==> config.mk <==
export PLATFORM = sky130hd
export DESIGN_NAME = power_stage_diag_and_protect
export DESIGN_NICKNAME = d
export VERILOG_FILES = /design/src/rtl/power_stage_pkg.sv /design/src/rtl/pin_sync.sv /design/src/rtl/power_stage_diag_and_protect.sv
export SDC_FILE = /design/constraint.sdc
export NUM_CORES = 1
export LEC_CHECK = 0
export BUFFER_PORTS_ARGS = -buffer_cell sky130_fd_sc_hd__buf_2
export CAP_MARGIN = 0
export CORE_AREA = 2 2 146 148
export CTS_CLUSTER_DIAMETER = 120
export DETAILED_ROUTE_END_ITERATION = 8
export DIE_AREA = 0 0 148 150
export PLACE_DENSITY = 0.85
export RECOVER_POWER = 50
export SLEW_MARGIN = 20
export SYNTH_ARGS = -nofsm -noshare
export SYNTH_HDL_FRONTEND = slang
export SYNTH_HIERARCHICAL = 1
export SYNTH_SLANG_ARGS = --single-unit
==> constraint.sdc <==
create_clock -name clk -period 2.2 [get_ports clk]
set_input_delay 0.33 -clock clk [delete_from_list [all_inputs] [get_ports clk]]
set_output_delay 0.33 -clock clk [all_outputs]
set_load 0.05 [all_outputs]
==> src/rtl/power_stage_pkg.sv <==
/*
  Shared constants, types and the command decoder of the power stage
  control block. Assumes a 200 MHz core clock that also serves as the
  internal oscillator for every timeout.
*/
`default_nettype none

package power_stage_pkg;

  // ---------------------------------------------------------------------
  // timing
  // ---------------------------------------------------------------------
  localparam int unsigned CLK_FREQ_MHZ = 200;
  localparam int unsigned CLEAR_TIMEOUT_US = 100;
  localparam int unsigned CLEAR_TIMEOUT_CYC = CLEAR_TIMEOUT_US * CLK_FREQ_MHZ;
  localparam int unsigned LIMIT_OFF_US = 100;
  localparam int unsigned LIMIT_OFF_CYC = LIMIT_OFF_US * CLK_FREQ_MHZ;
  localparam int unsigned TIMER_W = 15;
  localparam int unsigned NUM_OUT = 5;

  // ---------------------------------------------------------------------
  // register map (byte addresses) and fields
  // ---------------------------------------------------------------------
  localparam logic [11:0] STATUS_OFF = 12'h000;
  localparam logic [11:0] CTRL_OFF = 12'h004;
  localparam logic [11:0] DRIVE_OFF = 12'h008;
  localparam int unsigned ST_BRIDGE_OC_BIT = 0;
  localparam int unsigned ST_HS_OC_BIT = 1;
  localparam int unsigned ST_OVV_BIT = 2;
  localparam int unsigned ST_OT_BIT = 3;
  localparam int unsigned ST_STANDBY_BIT = 4;
  localparam int unsigned ST_THERM_OFF_BIT = 5;
  localparam int unsigned ST_CMD_LSB = 8;
  localparam int unsigned ST_KILL_LSB = 16;
  localparam int unsigned CTRL_FORCE_TRI_BIT = 0;
  localparam logic CTRL_FORCE_TRI_RESET = 1'b0;

  // ---------------------------------------------------------------------
  // command and diagnostic encodings
  // ---------------------------------------------------------------------
  localparam logic [3:0] NIB_MOTOR_FIRST = 4'h1;
  localparam logic [3:0] NIB_MOTOR_LAST = 4'h6;
  localparam logic [3:0] NIB_BRAKE = 4'h9;
  localparam logic [3:0] NIB_HS_ON = 4'hA;
  localparam logic [3:0] NIB_STANDBY = 4'h0;
  localparam logic [2:0] TEST_SRC = 3'h2;
  localparam logic [2:0] TEST_SNK = 3'h1;
  localparam logic [2:0] TEST_ALL = 3'h6;
  localparam logic [1:0] FAIL_NONE = 2'h0;
  localparam logic [1:0] FAIL_BRIDGE_OVERCURRENT_FLAG = 2'h1;
  localparam logic [1:0] FAIL_HIGHSIDE_OVERCURRENT_FLAG = 2'h2;
  localparam logic [1:0] FAIL_OVV = 2'h3;

  typedef enum logic [2:0] {
    DRV_TRI = 3'h0, DRV_HIGH = 3'h1, DRV_LOW = 3'h2,
    DRV_SRC = 3'h3, DRV_SNK = 3'h4
  } drive_t;

  typedef enum logic [1:0] {
    ST_STANDBY = 2'b00, ST_IDLE = 2'b01, ST_SELECTED = 2'b11
  } bus_state_t;

  typedef struct packed {
    drive_t hs;
    drive_t o4;
    drive_t o3;
    drive_t o2;
    drive_t o1;
  } out_drive_t;

  typedef struct packed {
    logic mode;
    logic [3:0] nibble;
  } command_t;

  typedef struct packed {
    logic sel;
    logic rnw;
    logic mode;
    logic [3:0] nib;
    logic [4:0] limit;
    logic supply_overvoltage_flag;
    logic tsd;
    logic trel;
    logic twarn;
    logic gndLoss;
    logic logicUv;
    logic [4:0] level;
  } pin_in_t;

  localparam int unsigned PIN_W = $bits(pin_in_t);
  localparam out_drive_t ALL_TRI = {DRV_TRI, DRV_TRI, DRV_TRI, DRV_TRI, DRV_TRI};
  localparam command_t CMD_RESET = 5'h00;

  // maps a latched command onto the five output stages
  function automatic out_drive_t decode_command(command_t c);
    out_drive_t d;
    logic [3:0] k;
    drive_t a;
    d = ALL_TRI;
    k = c.nibble - NIB_MOTOR_FIRST;
    a = k[0] ? DRV_LOW : DRV_HIGH;
    if (!c.mode) begin
      if (c.nibble >= NIB_MOTOR_FIRST && c.nibble <= NIB_MOTOR_LAST) begin
        d.o4 = k[0] ? DRV_HIGH : DRV_LOW;
        case (k[2:1])
          2'h0: d.o1 = a;
          2'h1: d.o2 = a;
          default: d.o3 = a;
        endcase
      end else if (c.nibble == NIB_BRAKE) begin
        d = {DRV_TRI, DRV_LOW, DRV_LOW, DRV_LOW, DRV_LOW};
      end else if (c.nibble == NIB_HS_ON) begin
        d.hs = DRV_HIGH;
      end
    end else begin
      case (c.nibble[2:0])
        TEST_SRC: d.o4 = DRV_SRC;
        TEST_SNK: d.o4 = DRV_SNK;
        TEST_ALL: d = {DRV_SRC, DRV_SRC, DRV_SNK, DRV_SNK, DRV_SNK};
        default: d = ALL_TRI;
      endcase
    end
    return d;
  endfunction : decode_command

endpackage : power_stage_pkg

`default_nettype wire

==> src/rtl/pin_sync.sv <==
/*
  Three-stage input filter for signals from outside the clock domain.
  A new level is accepted once the second and third stages agree.
  Assumes a free-running clk and a synchronous active-low reset.
*/
`timescale 1ns/1ps
`default_nettype none

module pin_sync #(
  parameter int unsigned W = 1
) (
  input wire logic clk,
  input wire logic resetn,
  input wire logic ce,
  input wire logic [W-1:0] din,
  output logic [W-1:0] dout
);

  logic [W-1:0] s1_q;
  logic [W-1:0] s2_q;
  logic [W-1:0] s3_q;
  logic [W-1:0] out_d;
  logic [W-1:0] out_q;

  // per bit, take the level only where the last two stages agree
  assign out_d = (s2_q & s3_q) | (out_q & (s2_q ^ s3_q));
  assign dout = out_q;

  // synchroniser chain
  always_ff @(posedge clk) begin
    if (!resetn) begin
      s1_q <= '0;
      s2_q <= '0;
      s3_q <= '0;
      out_q <= '0;
    end else if (ce) begin
      s1_q <= din;
      s2_q <= s1_q;
      s3_q <= s2_q;
      out_q <= out_d;
    end
  end

endmodule : pin_sync

`default_nettype wire

==> src/rtl/power_stage_diag_and_protect.sv <==
/*
  Control and protection logic of a bus-commanded power output stage:
  parallel nibble bus, command latch, standby and timeout clear,
  overcurrent timers and flags, thermal and overvoltage shutdown,
  diagnostic read-back and an APB status/control window.
  Assumes analog indications arrive as asynchronous levels and that the
  pad logic resolves the data pins from commandNibbleOe.
*/
// Decided for this implementation: the register offsets and the APB slave port.
// Behaviour
// - read mode shows levels and fault flags
// - overcurrent flags stay until next write
// - bridge overcurrent sets first flag
// - high-side overcurrent sets second flag
// - temperature warning flag shown before shutdown
// - first tests: fourth output sources or sinks
// - third test: sinks, source, high-side source
// - rising select, inputs low: standby, clear
// - leaving standby starts with cleared command
// - select low too long: clear, tristate
// - select input pulled low internally
// - after timeout stay standby until falling select
// - thermal shutdown holds outputs off with hysteresis
// - overvoltage forces all outputs tristate
// - overvoltage end restores commanded outputs
// - logic undervoltage resets logic, tristates outputs
// - ground loss switches high-side off
// - write mode takes nibble, rising select latches
// - read mode drives status, outputs unchanged
// - sustained current limit switches output off
// - high-side only on when bridges tristate
`timescale 1ns/1ps
`default_nettype none

module power_stage_diag_and_protect
  import power_stage_pkg::*;
#(
  parameter int unsigned CLEAR_TIMEOUT_CYCLES = CLEAR_TIMEOUT_CYC,
  parameter int unsigned LIMIT_OFF_CYCLES = LIMIT_OFF_CYC
) (
  input wire logic clk,
  input wire logic resetn,
  input wire logic ce,
  input wire logic [11:0] paddr,
  input wire logic psel,
  input wire logic penable,
  input wire logic pwrite,
  input wire logic [31:0] pwdata,
  input wire logic [3:0] pstrb,
  output logic [31:0] prdata,
  output logic pready,
  output logic pslverr,
  input wire logic busSelectLow,
  input wire logic readNotWriteSel,
  input wire logic modeSel,
  input wire logic [3:0] commandNibbleIn,
  output logic [3:0] commandNibbleOut,
  output logic commandNibbleOe,
  output logic selPullDownEn,
  input wire logic [4:0] currentLimit,
  input wire logic supplyOvervoltage,
  input wire logic thermalShutdown,
  input wire logic thermalRelease,
  input wire logic thermalWarning,
  input wire logic groundLoss,
  input wire logic logicUndervoltage,
  input wire logic [4:0] outputLevelHigh,
  output out_drive_t outDrive
);

  // ---------------------------------------------------------------------
  // input filtering
  // ---------------------------------------------------------------------
  wire logic [PIN_W-1:0] pinRaw;
  wire logic [PIN_W-1:0] pinSync;
  pin_in_t pinF;

  // bundle all outside levels in struct order
  assign pinRaw = {busSelectLow, readNotWriteSel, modeSel, commandNibbleIn,
                   currentLimit, supplyOvervoltage, thermalShutdown,
                   thermalRelease, thermalWarning, groundLoss,
                   logicUndervoltage, outputLevelHigh};
  assign pinF = pinSync;

  pin_sync #(.W(PIN_W)) u_pin_sync (
    .clk(clk),
    .resetn(resetn),
    .ce(ce),
    .din(pinRaw),
    .dout(pinSync)
  );

  // undervoltage acts as a reset of the bus-facing logic
  wire logic logicRstn;
  assign logicRstn = resetn & ~pinF.logicUv;

  // ---------------------------------------------------------------------
  // bus decode
  // ---------------------------------------------------------------------
  bus_state_t state_q;
  bus_state_t state_d;
  logic selPrev_q;
  logic [TIMER_W-1:0] tmoCnt_q;
  logic wrote_q;
  command_t cmd_q;
  wire logic selected;
  wire logic selFall;
  wire logic selRise;
  wire logic awake;
  wire logic writeAcc;
  wire logic readAcc;
  wire logic standbyReq;
  wire logic timeoutHit;
  wire logic wrDone;
  wire logic clearLatch;

  assign selPullDownEn = 1'b1;
  assign selected = ~pinF.sel;
  assign selFall = selPrev_q & ~pinF.sel;
  assign selRise = ~selPrev_q & pinF.sel;
  assign awake = state_q != ST_STANDBY;
  assign writeAcc = (state_q == ST_SELECTED) & selected & ~pinF.rnw;
  assign readAcc = (state_q == ST_SELECTED) & selected & pinF.rnw;
  assign standbyReq = selRise & ~pinF.rnw & ~pinF.mode
                      & (pinF.nib == NIB_STANDBY);
  assign timeoutHit = selected & (state_q == ST_SELECTED)
                      & (tmoCnt_q == TIMER_W'(CLEAR_TIMEOUT_CYCLES - 1));
  assign wrDone = (state_q == ST_SELECTED) & selRise & wrote_q;
  assign clearLatch = timeoutHit | (state_q == ST_SELECTED & standbyReq)
                      | (state_q == ST_STANDBY & selFall);

  // state transitions of the select handshake
  always_comb begin
    state_d = state_q;
    case (state_q)
      ST_STANDBY: if (selFall) state_d = ST_SELECTED;
      ST_IDLE: if (selFall) state_d = ST_SELECTED;
      ST_SELECTED: begin
        if (timeoutHit) begin
          state_d = ST_STANDBY;
        end else if (selRise) begin
          state_d = standbyReq ? ST_STANDBY : ST_IDLE;
        end
      end
      default: state_d = ST_STANDBY;
    endcase
  end

  // select history, state and clear timer
  always_ff @(posedge clk) begin
    if (!logicRstn) begin
      state_q <= ST_STANDBY;
      selPrev_q <= 1'b0;
      tmoCnt_q <= '0;
    end else if (ce) begin
      state_q <= state_d;
      selPrev_q <= pinF.sel;
      if (selFall || !selected) begin
        tmoCnt_q <= '0;
      end else if (tmoCnt_q != TIMER_W'(CLEAR_TIMEOUT_CYCLES)) begin
        tmoCnt_q <= tmoCnt_q + 1'b1;
      end
    end
  end

  // command latch follows the nibble during write, holds after select
  always_ff @(posedge clk) begin
    if (!logicRstn) begin
      cmd_q <= CMD_RESET;
      wrote_q <= 1'b0;
    end else if (ce) begin
      if (clearLatch) begin
        cmd_q <= CMD_RESET;
      end else if (writeAcc) begin
        cmd_q <= {pinF.mode, pinF.nib};
      end
      if (selFall || clearLatch) begin
        wrote_q <= 1'b0;
      end else if (writeAcc) begin
        wrote_q <= 1'b1;
      end
    end
  end

  // ---------------------------------------------------------------------
  // overcurrent timers and flags
  // ---------------------------------------------------------------------
  out_drive_t cmdDrive;
  wire logic [4:0] driven;
  wire logic [4:0] trip;
  logic [4:0] kill_q;
  logic bridgeOc_q;
  logic hsOc_q;

  assign cmdDrive = decode_command(cmd_q);
  assign driven = {cmdDrive.hs != DRV_TRI, cmdDrive.o4 != DRV_TRI,
                   cmdDrive.o3 != DRV_TRI, cmdDrive.o2 != DRV_TRI,
                   cmdDrive.o1 != DRV_TRI};

  // one limit timer per output stage
  for (genvar i = 0; i < NUM_OUT; i++) begin : g_limit
    logic [TIMER_W-1:0] cnt_q;
    wire logic counting;
    assign counting = pinF.limit[i] & driven[i] & ~kill_q[i];
    assign trip[i] = counting
                     & (cnt_q == TIMER_W'(LIMIT_OFF_CYCLES - 1));
    always_ff @(posedge clk) begin
      if (!logicRstn) begin
        cnt_q <= '0;
      end else if (ce) begin
        cnt_q <= counting ? cnt_q + 1'b1 : '0;
      end
    end
  end

  // latched switch-off and flags; a trip wins over a write's clear
  always_ff @(posedge clk) begin
    if (!logicRstn) begin
      kill_q <= '0;
      bridgeOc_q <= 1'b0;
      hsOc_q <= 1'b0;
    end else if (ce) begin
      kill_q <= trip | (kill_q & ~{5{wrDone | clearLatch}});
      if (|trip[3:0]) begin
        bridgeOc_q <= 1'b1;
      end else if (wrDone || clearLatch) begin
        bridgeOc_q <= 1'b0;
      end
      if (trip[4]) begin
        hsOc_q <= 1'b1;
      end else if (wrDone || clearLatch) begin
        hsOc_q <= 1'b0;
      end
    end
  end

  // ---------------------------------------------------------------------
  // protection and output stage drive
  // ---------------------------------------------------------------------
  logic thermOff_q;
  logic forceTri_q;
  out_drive_t outDrive_q;
  out_drive_t outDrive_d;
  wire logic blank;

  // thermal latch releases only below the hysteresis point
  always_ff @(posedge clk) begin
    if (!logicRstn) begin
      thermOff_q <= 1'b0;
    end else if (ce) begin
      if (pinF.tsd) begin
        thermOff_q <= 1'b1;
      end else if (pinF.trel) begin
        thermOff_q <= 1'b0;
      end
    end
  end

  // command is kept through overvoltage, so its end restores the outputs
  assign blank = ~awake | pinF.supply_overvoltage_flag | thermOff_q | pinF.tsd
                 | forceTri_q;

  // final drive: blanking, per-output switch-off, ground loss
  always_comb begin
    outDrive_d = cmdDrive;
    if (kill_q[0]) outDrive_d.o1 = DRV_TRI;
    if (kill_q[1]) outDrive_d.o2 = DRV_TRI;
    if (kill_q[2]) outDrive_d.o3 = DRV_TRI;
    if (kill_q[3]) outDrive_d.o4 = DRV_TRI;
    if (kill_q[4] || pinF.gndLoss) outDrive_d.hs = DRV_TRI;
    if (blank) outDrive_d = ALL_TRI;
  end

  always_ff @(posedge clk) begin
    if (!logicRstn) begin
      outDrive_q <= ALL_TRI;
    end else if (ce) begin
      outDrive_q <= outDrive_d;
    end
  end

  assign outDrive = outDrive_q;

  // ---------------------------------------------------------------------
  // diagnostic read-back on the data lines
  // ---------------------------------------------------------------------
  logic [3:0] dout_q;
  logic oe_q;
  wire logic [1:0] failCode;
  wire logic [3:0] diagWord;

  assign failCode = pinF.supply_overvoltage_flag ? FAIL_OVV :
                    bridgeOc_q ? FAIL_BRIDGE_OVERCURRENT_FLAG :
                    hsOc_q ? FAIL_HIGHSIDE_OVERCURRENT_FLAG : FAIL_NONE;
  assign diagWord = pinF.mode ? {pinF.level[4], pinF.twarn, failCode}
                              : pinF.level[3:0];

  always_ff @(posedge clk) begin
    if (!logicRstn) begin
      dout_q <= 4'h0;
      oe_q <= 1'b0;
    end else if (ce) begin
      dout_q <= diagWord;
      oe_q <= readAcc;
    end
  end

  assign commandNibbleOut = dout_q;
  assign commandNibbleOe = oe_q;

  // ---------------------------------------------------------------------
  // APB slave, zero wait states, read data captured in setup
  // ---------------------------------------------------------------------
  logic [31:0] prdata_q;
  logic pslverr_q;
  wire logic setup;
  wire logic wrCtrl;
  wire logic mapped;
  wire logic [31:0] statusWord;
  wire logic [31:0] rdMux;

  assign setup = psel & ~penable;
  assign mapped = paddr == STATUS_OFF | paddr == CTRL_OFF
                  | paddr == DRIVE_OFF;
  assign wrCtrl = psel & penable & pwrite & pstrb[0] & (paddr == CTRL_OFF);
  assign statusWord = (32'(bridgeOc_q) << ST_BRIDGE_OC_BIT)
                      | (32'(hsOc_q) << ST_HS_OC_BIT)
                      | (32'(pinF.supply_overvoltage_flag) << ST_OVV_BIT)
                      | (32'(pinF.twarn) << ST_OT_BIT)
                      | (32'(state_q == ST_STANDBY) << ST_STANDBY_BIT)
                      | (32'(thermOff_q) << ST_THERM_OFF_BIT)
                      | (32'(cmd_q) << ST_CMD_LSB)
                      | (32'(kill_q) << ST_KILL_LSB);
  assign rdMux = paddr == STATUS_OFF ? statusWord :
                 paddr == CTRL_OFF ? 32'(forceTri_q) << CTRL_FORCE_TRI_BIT :
                 paddr == DRIVE_OFF ? 32'(outDrive_q) : 32'h0000_0000;
  assign pready = 1'b1;
  assign prdata = prdata_q;
  assign pslverr = pslverr_q;

  always_ff @(posedge clk) begin
    if (!resetn) begin
      prdata_q <= 32'h0000_0000;
      pslverr_q <= 1'b0;
      forceTri_q <= CTRL_FORCE_TRI_RESET;
    end else if (ce) begin
      if (setup) begin
        prdata_q <= pwrite ? 32'h0000_0000 : rdMux;
        pslverr_q <= ~mapped;
      end
      if (wrCtrl) begin
        forceTri_q <= pwdata[CTRL_FORCE_TRI_BIT];
      end
    end
  end
endmodule : power_stage_diag_and_protect

`default_nettype wire

== Word level (Yosys, flattened, before mapping) ==
Cells that the tools add are included.

* Muxes and demuxes: 49
* Divide/modulo/power cells: 0
* Magnitude comparators: 2
* Reductions and logical operators: 34
* Add/subtract/negate cells: 7
* Bitwise operators: 70
* Equal/unequal tests: 19
* $mul: 0
* Shifts and indexed selects: 0

{| class="wikitable"
|+ Operators with widths
! cell !! number
|-
| 2-to-1 mux 15 bit || 11
|-
| adder 15 x 1 -> 15 bit, second input constant || 6
|-
| == test 15 bit, second input constant || 6
|-
| bitwise AND 23 bit || 2
|-
| 2-to-1 mux 21 bit || 2
|-
| bitwise AND 1 bit || 34
|-
| 2-to-1 mux 2 bit || 12
|-
| bitwise OR 23 bit || 1
|-
| bitwise XOR 23 bit || 1
|-
| 2-to-1 mux 11 bit || 2
|-
| 2-to-1 mux 3 bit || 7
|-
| bitwise OR 13 x 21 -> 21 bit || 1
|-
| AND reduction 2 bit || 8
|-
| inequality test 15 bit, second input constant || 1
|-
| nonzero test 3 bit || 5
|-
| nonzero test 2 bit || 7
|-
| inverter 1 bit || 13
|-
| bitwise OR 6 x 13 -> 13 bit || 1
|-
| == test 12 x 3 -> 1 bit, second input constant || 1
|-
| == test 12 x 4 -> 1 bit, second input constant || 1
|-
| logical NOT 12 bit || 1
|-
| 2-to-1 mux 5 bit || 2
|-
| 2-to-1 mux 1 bit || 9
|-
| 2-to-1 mux 9 bit || 1
|-
| other kinds (30) || 46
|}

* Latch bits: 0
* Bits in writable memories: 0
* Memories kept: 0
* ROM bits: 0
* Logic and storage cells: 210
* Bits in registers: 253
* Input port bits: 77

== Longest topological paths before layout ==
* Depth in word-level cells: 13
* Depth in mapped cells: 9

== By module ==
Netlist, hierarchy kept.

{| class="wikitable"
|+ Modules (own cells, without submodules)
! module !! area an instance (um^2) !! sequential area each (um^2) !! instances !! cells each
|-
| power_stage_diag_and_protect || 6821.5 || 2942.8 || 1 || 807
|-
| pin_sync || 3907.5 || 1841.8 || 1 || 370
|}

== Least setup slack after synthesis ==
No wires, ideal clock.

* Path type: reg2reg
* Start point: reg cmd_q[0] (netlist bit)
* End point: reg g_limit[1].cnt_q[11]
* Stages on the path, launching flop included: 10
* Required time: 2085 ps
* Arrival: 2018 ps
* Library setup time: 115 ps
* Slack: 68 ps
* Clock period less this slack: 2132 ps
* Buffers on the path: 1
* Cell sequence: dfxtp_1 -> inv_1 -> ha_1 -> nand3b_1 -> a32o_1 -> and3_1 -> a32o_1 -> o21ai_2 -> buf_6 -> nor2_1

* Cells in the longest elaborated chain, start to end: 9

{| class="wikitable"
|+ Ends and longest elaborated chain
! item !! RTL line !! source
|-
| from (decl) || power_stage_diag_and_protect.sv:105 || <nowiki>command_t cmd_q;</nowiki>
|-
| from (signal assigned) || power_stage_diag_and_protect.sv:175 || <nowiki>cmd_q <= {pinF.mode, pinF.nib};</nowiki>
|-
| subtractor 3 x 1 -> 3 bit || power_stage_pkg.sv:101 || <nowiki>k = c.nibble - NIB_MOTOR_FIRST;</nowiki>
|-
| == test 2 x 1 -> 1 bit or 2-to-1 mux 2 bit (tied branches) || power_stage_pkg.sv:106, power_stage_pkg.sv:102 ||
|-
| 2-to-1 mux 2 bit || power_stage_pkg.sv:106 || <nowiki>case (k[2:1])</nowiki>
|-
| 2-to-1 mux 11 bit || power_stage_pkg.sv:104 || <nowiki>if (c.nibble >= NIB_MOTOR_FIRST && c.nibble <= NIB_MOTOR_LAST) begin</nowiki>
|-
| 2-to-1 mux 15 bit (*) || power_stage_pkg.sv:103 || <nowiki>if (!c.mode) begin</nowiki>
|-
| nonzero test 3 bit (*) || power_stage_diag_and_protect.sv:197 || <nowiki>cmdDrive.o3 != DRV_TRI, cmdDrive.o2 != DRV_TRI,</nowiki>
|-
| bitwise AND 1 bit (*) (2 in a row) || power_stage_diag_and_protect.sv:204 || <nowiki>assign counting = pinF.limit[i] & driven[i] & ~kill_q[i];</nowiki>
|-
| 2-to-1 mux 15 bit (*) || power_stage_diag_and_protect.sv:211 || <nowiki>cnt_q <= counting ? cnt_q + 1'b1 : '0;</nowiki>
|-
| to (signal assigned) || power_stage_diag_and_protect.sv:211 ||
|-
| to (decl) || power_stage_diag_and_protect.sv:202 || <nowiki>logic [TIMER_W-1:0] cnt_q;</nowiki>
|}

Mark *: on every way between the ends. The rest lies on a longest branch, timed or not.
A chain may end at the register's enable or synchronous reset.

== Final worst setup path ==
* Start point: reg cmd_q[0] (netlist bit)
* End point: reg g_limit[4].cnt_q[9]

* Cells in the longest elaborated chain, start to end: 9

{| class="wikitable"
|+ Ends and longest elaborated chain
! item !! RTL line !! source
|-
| == test 4 bit || power_stage_pkg.sv:113 || <nowiki>end else if (c.nibble == NIB_HS_ON) begin</nowiki>
|-
| 2-to-1 mux 1 bit || power_stage_pkg.sv:113 ||
|-
| 2-to-1 mux 3 bit || power_stage_pkg.sv:111 || <nowiki>end else if (c.nibble == NIB_BRAKE) begin</nowiki>
|-
| 2-to-1 mux 3 bit || power_stage_pkg.sv:104 ||
|-
| 2-to-1 mux 15 bit (*) || power_stage_pkg.sv:103 ||
|-
| nonzero test 3 bit (*) || power_stage_diag_and_protect.sv:196 || <nowiki>assign driven = {cmdDrive.hs != DRV_TRI, cmdDrive.o4 != DRV_TRI,</nowiki>
|-
| bitwise AND 1 bit (*) (2 in a row) || power_stage_diag_and_protect.sv:204 ||
|-
| 2-to-1 mux 15 bit (*) || power_stage_diag_and_protect.sv:211 ||
|-
| to (signal assigned) || power_stage_diag_and_protect.sv:211 ||
|-
| to (decl) || power_stage_diag_and_protect.sv:202 ||
|}

Marked as above.

==> metrics.md <==
| Metric | Value |
|---|---|
| Run status | finished clean |
| Clock transition at the register clock pins on the worst setup and hold paths after CTS | roughly 60 ps |
| First-pass GRT wire length | around 36 mm |
| Kind of launch point of the worst setup path | register |
| Slew at the pin with the worst max-slew slack | around 1200 ps |
| Number of endpoints with negative hold slack in the final report | 0 |
| TritonCTS clock tree | done |
| Required time of the critical path | 2630 ps |
| # hold bufs at CTS | 0 |
| Number of clock sinks seen by CTS | 239 |
| Power per unit of standard cell area | between 700 and 800 nW/um2 |
| Maximum number of pins on one net before global-route repair | 130 |
| Async set-or-reset flop fraction in the synthesized netlist | 0% |
| Gr busiest metal | met2 |
| Die width | around 150 um |
| Reported max-cap violation count | 0 |
| Cell type contributing the most total cell area after synthesis | sky130_fd_sc_hd__dfxtp_1 |
| # rows | between 50 and 60 |
| Starting DRC count in detailed routing | 543 |
| WL final | around 22 mm |
| M3 GR Usage | between 3 and 4% |
| H-tree lvl count | 1 |
| Number of synthesized flops with an enable pin | 0 |
| Maximum buffer depth of the clock tree | 3 |
| Slew margin rel. | between 20 and 25% |
| Y dimension of the die | roughly 150 um |
| Mapped Avg Cell Area | between 9 and 10 um2 |
| Final Slew Violations | 0 |
| Data arrival time of the critical path | roughly 2600 ps |
| Met1 routing resource usage after global routing | 25.09% |
| Hold/Removal Path Class | in2reg |
| Final-layout worst hold slack | ~77 ps |
| Antenna cells | 0 |
| Residual antenna-violating net count after detailed routing | 0 |
| Final core utilization | 58.59% |
| Vias per std cell | between 5 and 6 |
| Area taken by multi-input logic gates | 5492 um2 |
| Detailed-routing iteration count for the pre-antenna-repair pass | 5 |
| Post-Syn Instances | about 1,200 |
| Time the worst path needs with I/O delays and setup | 2136 ps |
| Unique masters post-synth | 62 |
| Worst-path maximum fanout | 14 |
| Total global-route track usage | about a fifth |
| Kind of end point of the critical path | register |
| Initial standard-cell utilization of the core | between 50% and 60% |
| Register area | between 4000 and 5000 um2 |
| Number of buffers inserted during clock tree synthesis | 24 |
| Final net count | roughly 1,400 |
| Max Fclk | 468.1 MHz |
| Register bit count reported by yosys | 239 |
| Area of the placeable core | between 20,000 and 25,000 um2 |
| Vias | 8,326 |
| Final setup violation count | 0 |
| Layout area overhead | 12.99% |
| Worst skew pair latency | roughly 520 ps |
| Peak VDD IR | around 0.61 mV |
| GR met2 Demand/Resource | 32.96% |
| Grt ovf | 0 |
| Detailed-route DRC error count | 0 |
| Share of cells above drive strength 1 | between 10% and 20% |
| Count of buffers from port buffering | between 80 and 90 |
| Routed length per placed instance | around 15 um |
| CTS root buf | sky130_fd_sc_hd__clkbuf_16 |
| RePlAce Congestion | ~0.86 |
| Synthesis warning total | 6 |
| Most used flip-flop cell after synthesis | sky130_fd_sc_hd__dfxtp_1 |
| Number of fillers in the final layout | roughly 1,700 |
| Synth top area share | 44.59% |
| Antenna violations before repair | 1 |
| Hpwl dp | 14.90 mm |
| Clock skew | between 10 and 15 ps |
| Crit Path Category | reg2reg |
| Instance area after placement | approximately 11,000 um2 |
| Via count of the first global-routing pass | roughly 8,000 |
| Post-route cell area | ~12,000 um2 |
| Number of primary I/O pins | between 100 and 150 |
| Die area | between 20,000 and 25,000 um2 |
| Final period utilization | 97.11% |
| Top cells by area in the synthesized netlist | sky130_fd_sc_hd__dfxtp_1 45%, sky130_fd_sc_hd__mux2i_1 7.2%, sky130_fd_sc_hd__nor2b_1 6.1%, sky130_fd_sc_hd__nor2_1 5.1%, sky130_fd_sc_hd__ha_1 3.8% |
| Leakage component of the power | roughly 4.6 nW |
| Sequential-to-total area share from yosys stat | between 40 and 50% |
| Combined area of all synthesized cells | between 10,000 and 15,000 um2 |
==> cell families after synthesis <==
kind of cell / share of synthesized area (%)
multiplexers: 7.184
flip-flops: 44.59
AO/OA/AOI/OAI: 8.607
other: 0.07000
XOR/XNOR: 6.519
buffers and inverters: 5.003
adder cells (fa/ha/maj): 3.848
AND/OR/NAND/NOR: 24.18
==> sequential cells by signal (all words and copies together), names as in the netlist, 2 cells and up <==
register          count
tmoCnt_q             15
commandNibbleOut      4
u_pin_sync/dout      23
prdata               19
u_pin_sync/s2_q      23
state_q               2
kill_q                5
u_pin_sync/s1_q      23
outDrive             14
cmd_q                 5
g_limit.cnt_q        75
u_pin_sync/s3_q      23
==> stage by stage <==
stage          TNS [ps]  power (mW)  worst slack, ps  cells
2_1_floorplan         0       4.910            67.70   1191
3_3_place_gp          0       4.974            91.20   1502
3_5_place_dp          0       4.993            16.48   1502
4_1_cts               0       8.978            7.638   1545
5_1_grt          -45.68       9.208           -17.62   1549
6_report              0       8.918            63.62   1549
==> final cells by class <==
class | instances | area share [%]
Clock buffer | 35 | 5.883
Clock inverter | 8 | 0.5780
Inverter | 19 | 0.5883
Multi-Input combinational cell | 864 | 45.30
Sequential cell | 239 | 39.48
Tap cell | 275 | 2.838
Timing Repair Buffer | 109 | 5.336
==> synthesized netlist by cell type, types with 3 or more instances <==
cell type                   number
sky130_fd_sc_hd__a21boi_1       10
sky130_fd_sc_hd__or3_1           9
sky130_fd_sc_hd__inv_1          19
sky130_fd_sc_hd__o21ai_0        22
sky130_fd_sc_hd__and2_1          7
sky130_fd_sc_hd__ha_1           33
sky130_fd_sc_hd__buf_1           3
sky130_fd_sc_hd__o21a_1          3
sky130_fd_sc_hd__nor3_1         10
sky130_fd_sc_hd__buf_4          26
sky130_fd_sc_hd__a22oi_1        28
sky130_fd_sc_hd__dfxtp_1       239
sky130_fd_sc_hd__a21oi_1        33
sky130_fd_sc_hd__nand3b_1        7
sky130_fd_sc_hd__a211oi_1        4
sky130_fd_sc_hd__nand2b_1        7
sky130_fd_sc_hd__xor2_1         47
sky130_fd_sc_hd__nor2_1        146
sky130_fd_sc_hd__and4_1          4
sky130_fd_sc_hd__mux2i_1        77
sky130_fd_sc_hd__nand4_1        21
sky130_fd_sc_hd__a32oi_1         3
sky130_fd_sc_hd__nand2_1       101
sky130_fd_sc_hd__nand3_1        49
sky130_fd_sc_hd__o21ai_1        20
sky130_fd_sc_hd__o2bb2ai_1       4
sky130_fd_sc_hd__nor4_1         11
sky130_fd_sc_hd__clkbuf_1       20
sky130_fd_sc_hd__buf_2           9
sky130_fd_sc_hd__nor4b_1         5
sky130_fd_sc_hd__xnor2_1        31
sky130_fd_sc_hd__buf_6           7
sky130_fd_sc_hd__nor2b_1       105
sky130_fd_sc_hd__and3_1         18
sky130_fd_sc_hd__o21ai_2         3
==> timing repair <==
action | in CTS | in global routing
gates cloned | 0 | 1
buffers inserted | 0 | 3
setup endpoints to repair | 14 | 64
pin swaps | 0 | 4
gates resized for setup | 1 | 9
==> cells in the final DEF (no fill, tap or decap), drive strengths merged, types with 21 or more instances in the layout <==
master,Yosys,routed
ha,33,33
xnor2,32,32
nand4,21,21
nand2,103,103
o21ai,45,45
a21oi,33,33
nand3,49,49
nor2b,106,106
a22oi,28,28
clkbuf,21,71
mux2i,77,77
xor2,47,47
buf,48,73
nor2,147,147
dfxtp,239,239
==> where the power goes <==
part | internal, mW | total [mW] | switching, mW
combinational | 0.182 | 0.473 | 0.291
sequential | 4.39 | 4.43 | 0.0436
clock | 2.36 | 4.02 | 1.65
==> worst max-delay path, cell delays in order, from the launching register on <==
cell,delay [ps]
sky130_fd_sc_hd__dfxtp_2,330
sky130_fd_sc_hd__buf_4,170
sky130_fd_sc_hd__ha_2,200
sky130_fd_sc_hd__nor4b_1,300
sky130_fd_sc_hd__o21ai_1,130
sky130_fd_sc_hd__or3b_1,450
sky130_fd_sc_hd__nand2_1,110
sky130_fd_sc_hd__nand2_2,190
sky130_fd_sc_hd__nor2_1,190
==> worst paths after layout <==
| kind | slack (ps) | end | cells past startpoint | from |
|---|---|---|---|---|
| setup reg to reg | 60 | g_limit[4].cnt_q[9] | 8 | cmd_q[0] |
| hold reg to reg | 460 | u_pin_sync/dout[1] | 2 | u_pin_sync/dout[1] |
| setup / recovery | 60 | g_limit[4].cnt_q[9] | 8 | cmd_q[0] |
| hold / removal | 80 | u_pin_sync/s1_q[16] | 3 | commandNibbleIn[0] |
==> routing by layer <==
metal	wire length, um	up-vias
met5	13	-
met4	553	2
met3	1169	48
met2	10530	190
met1	10210	3930
li1	-	4156
No activity file was read; power rests on OpenSTA's default activity.
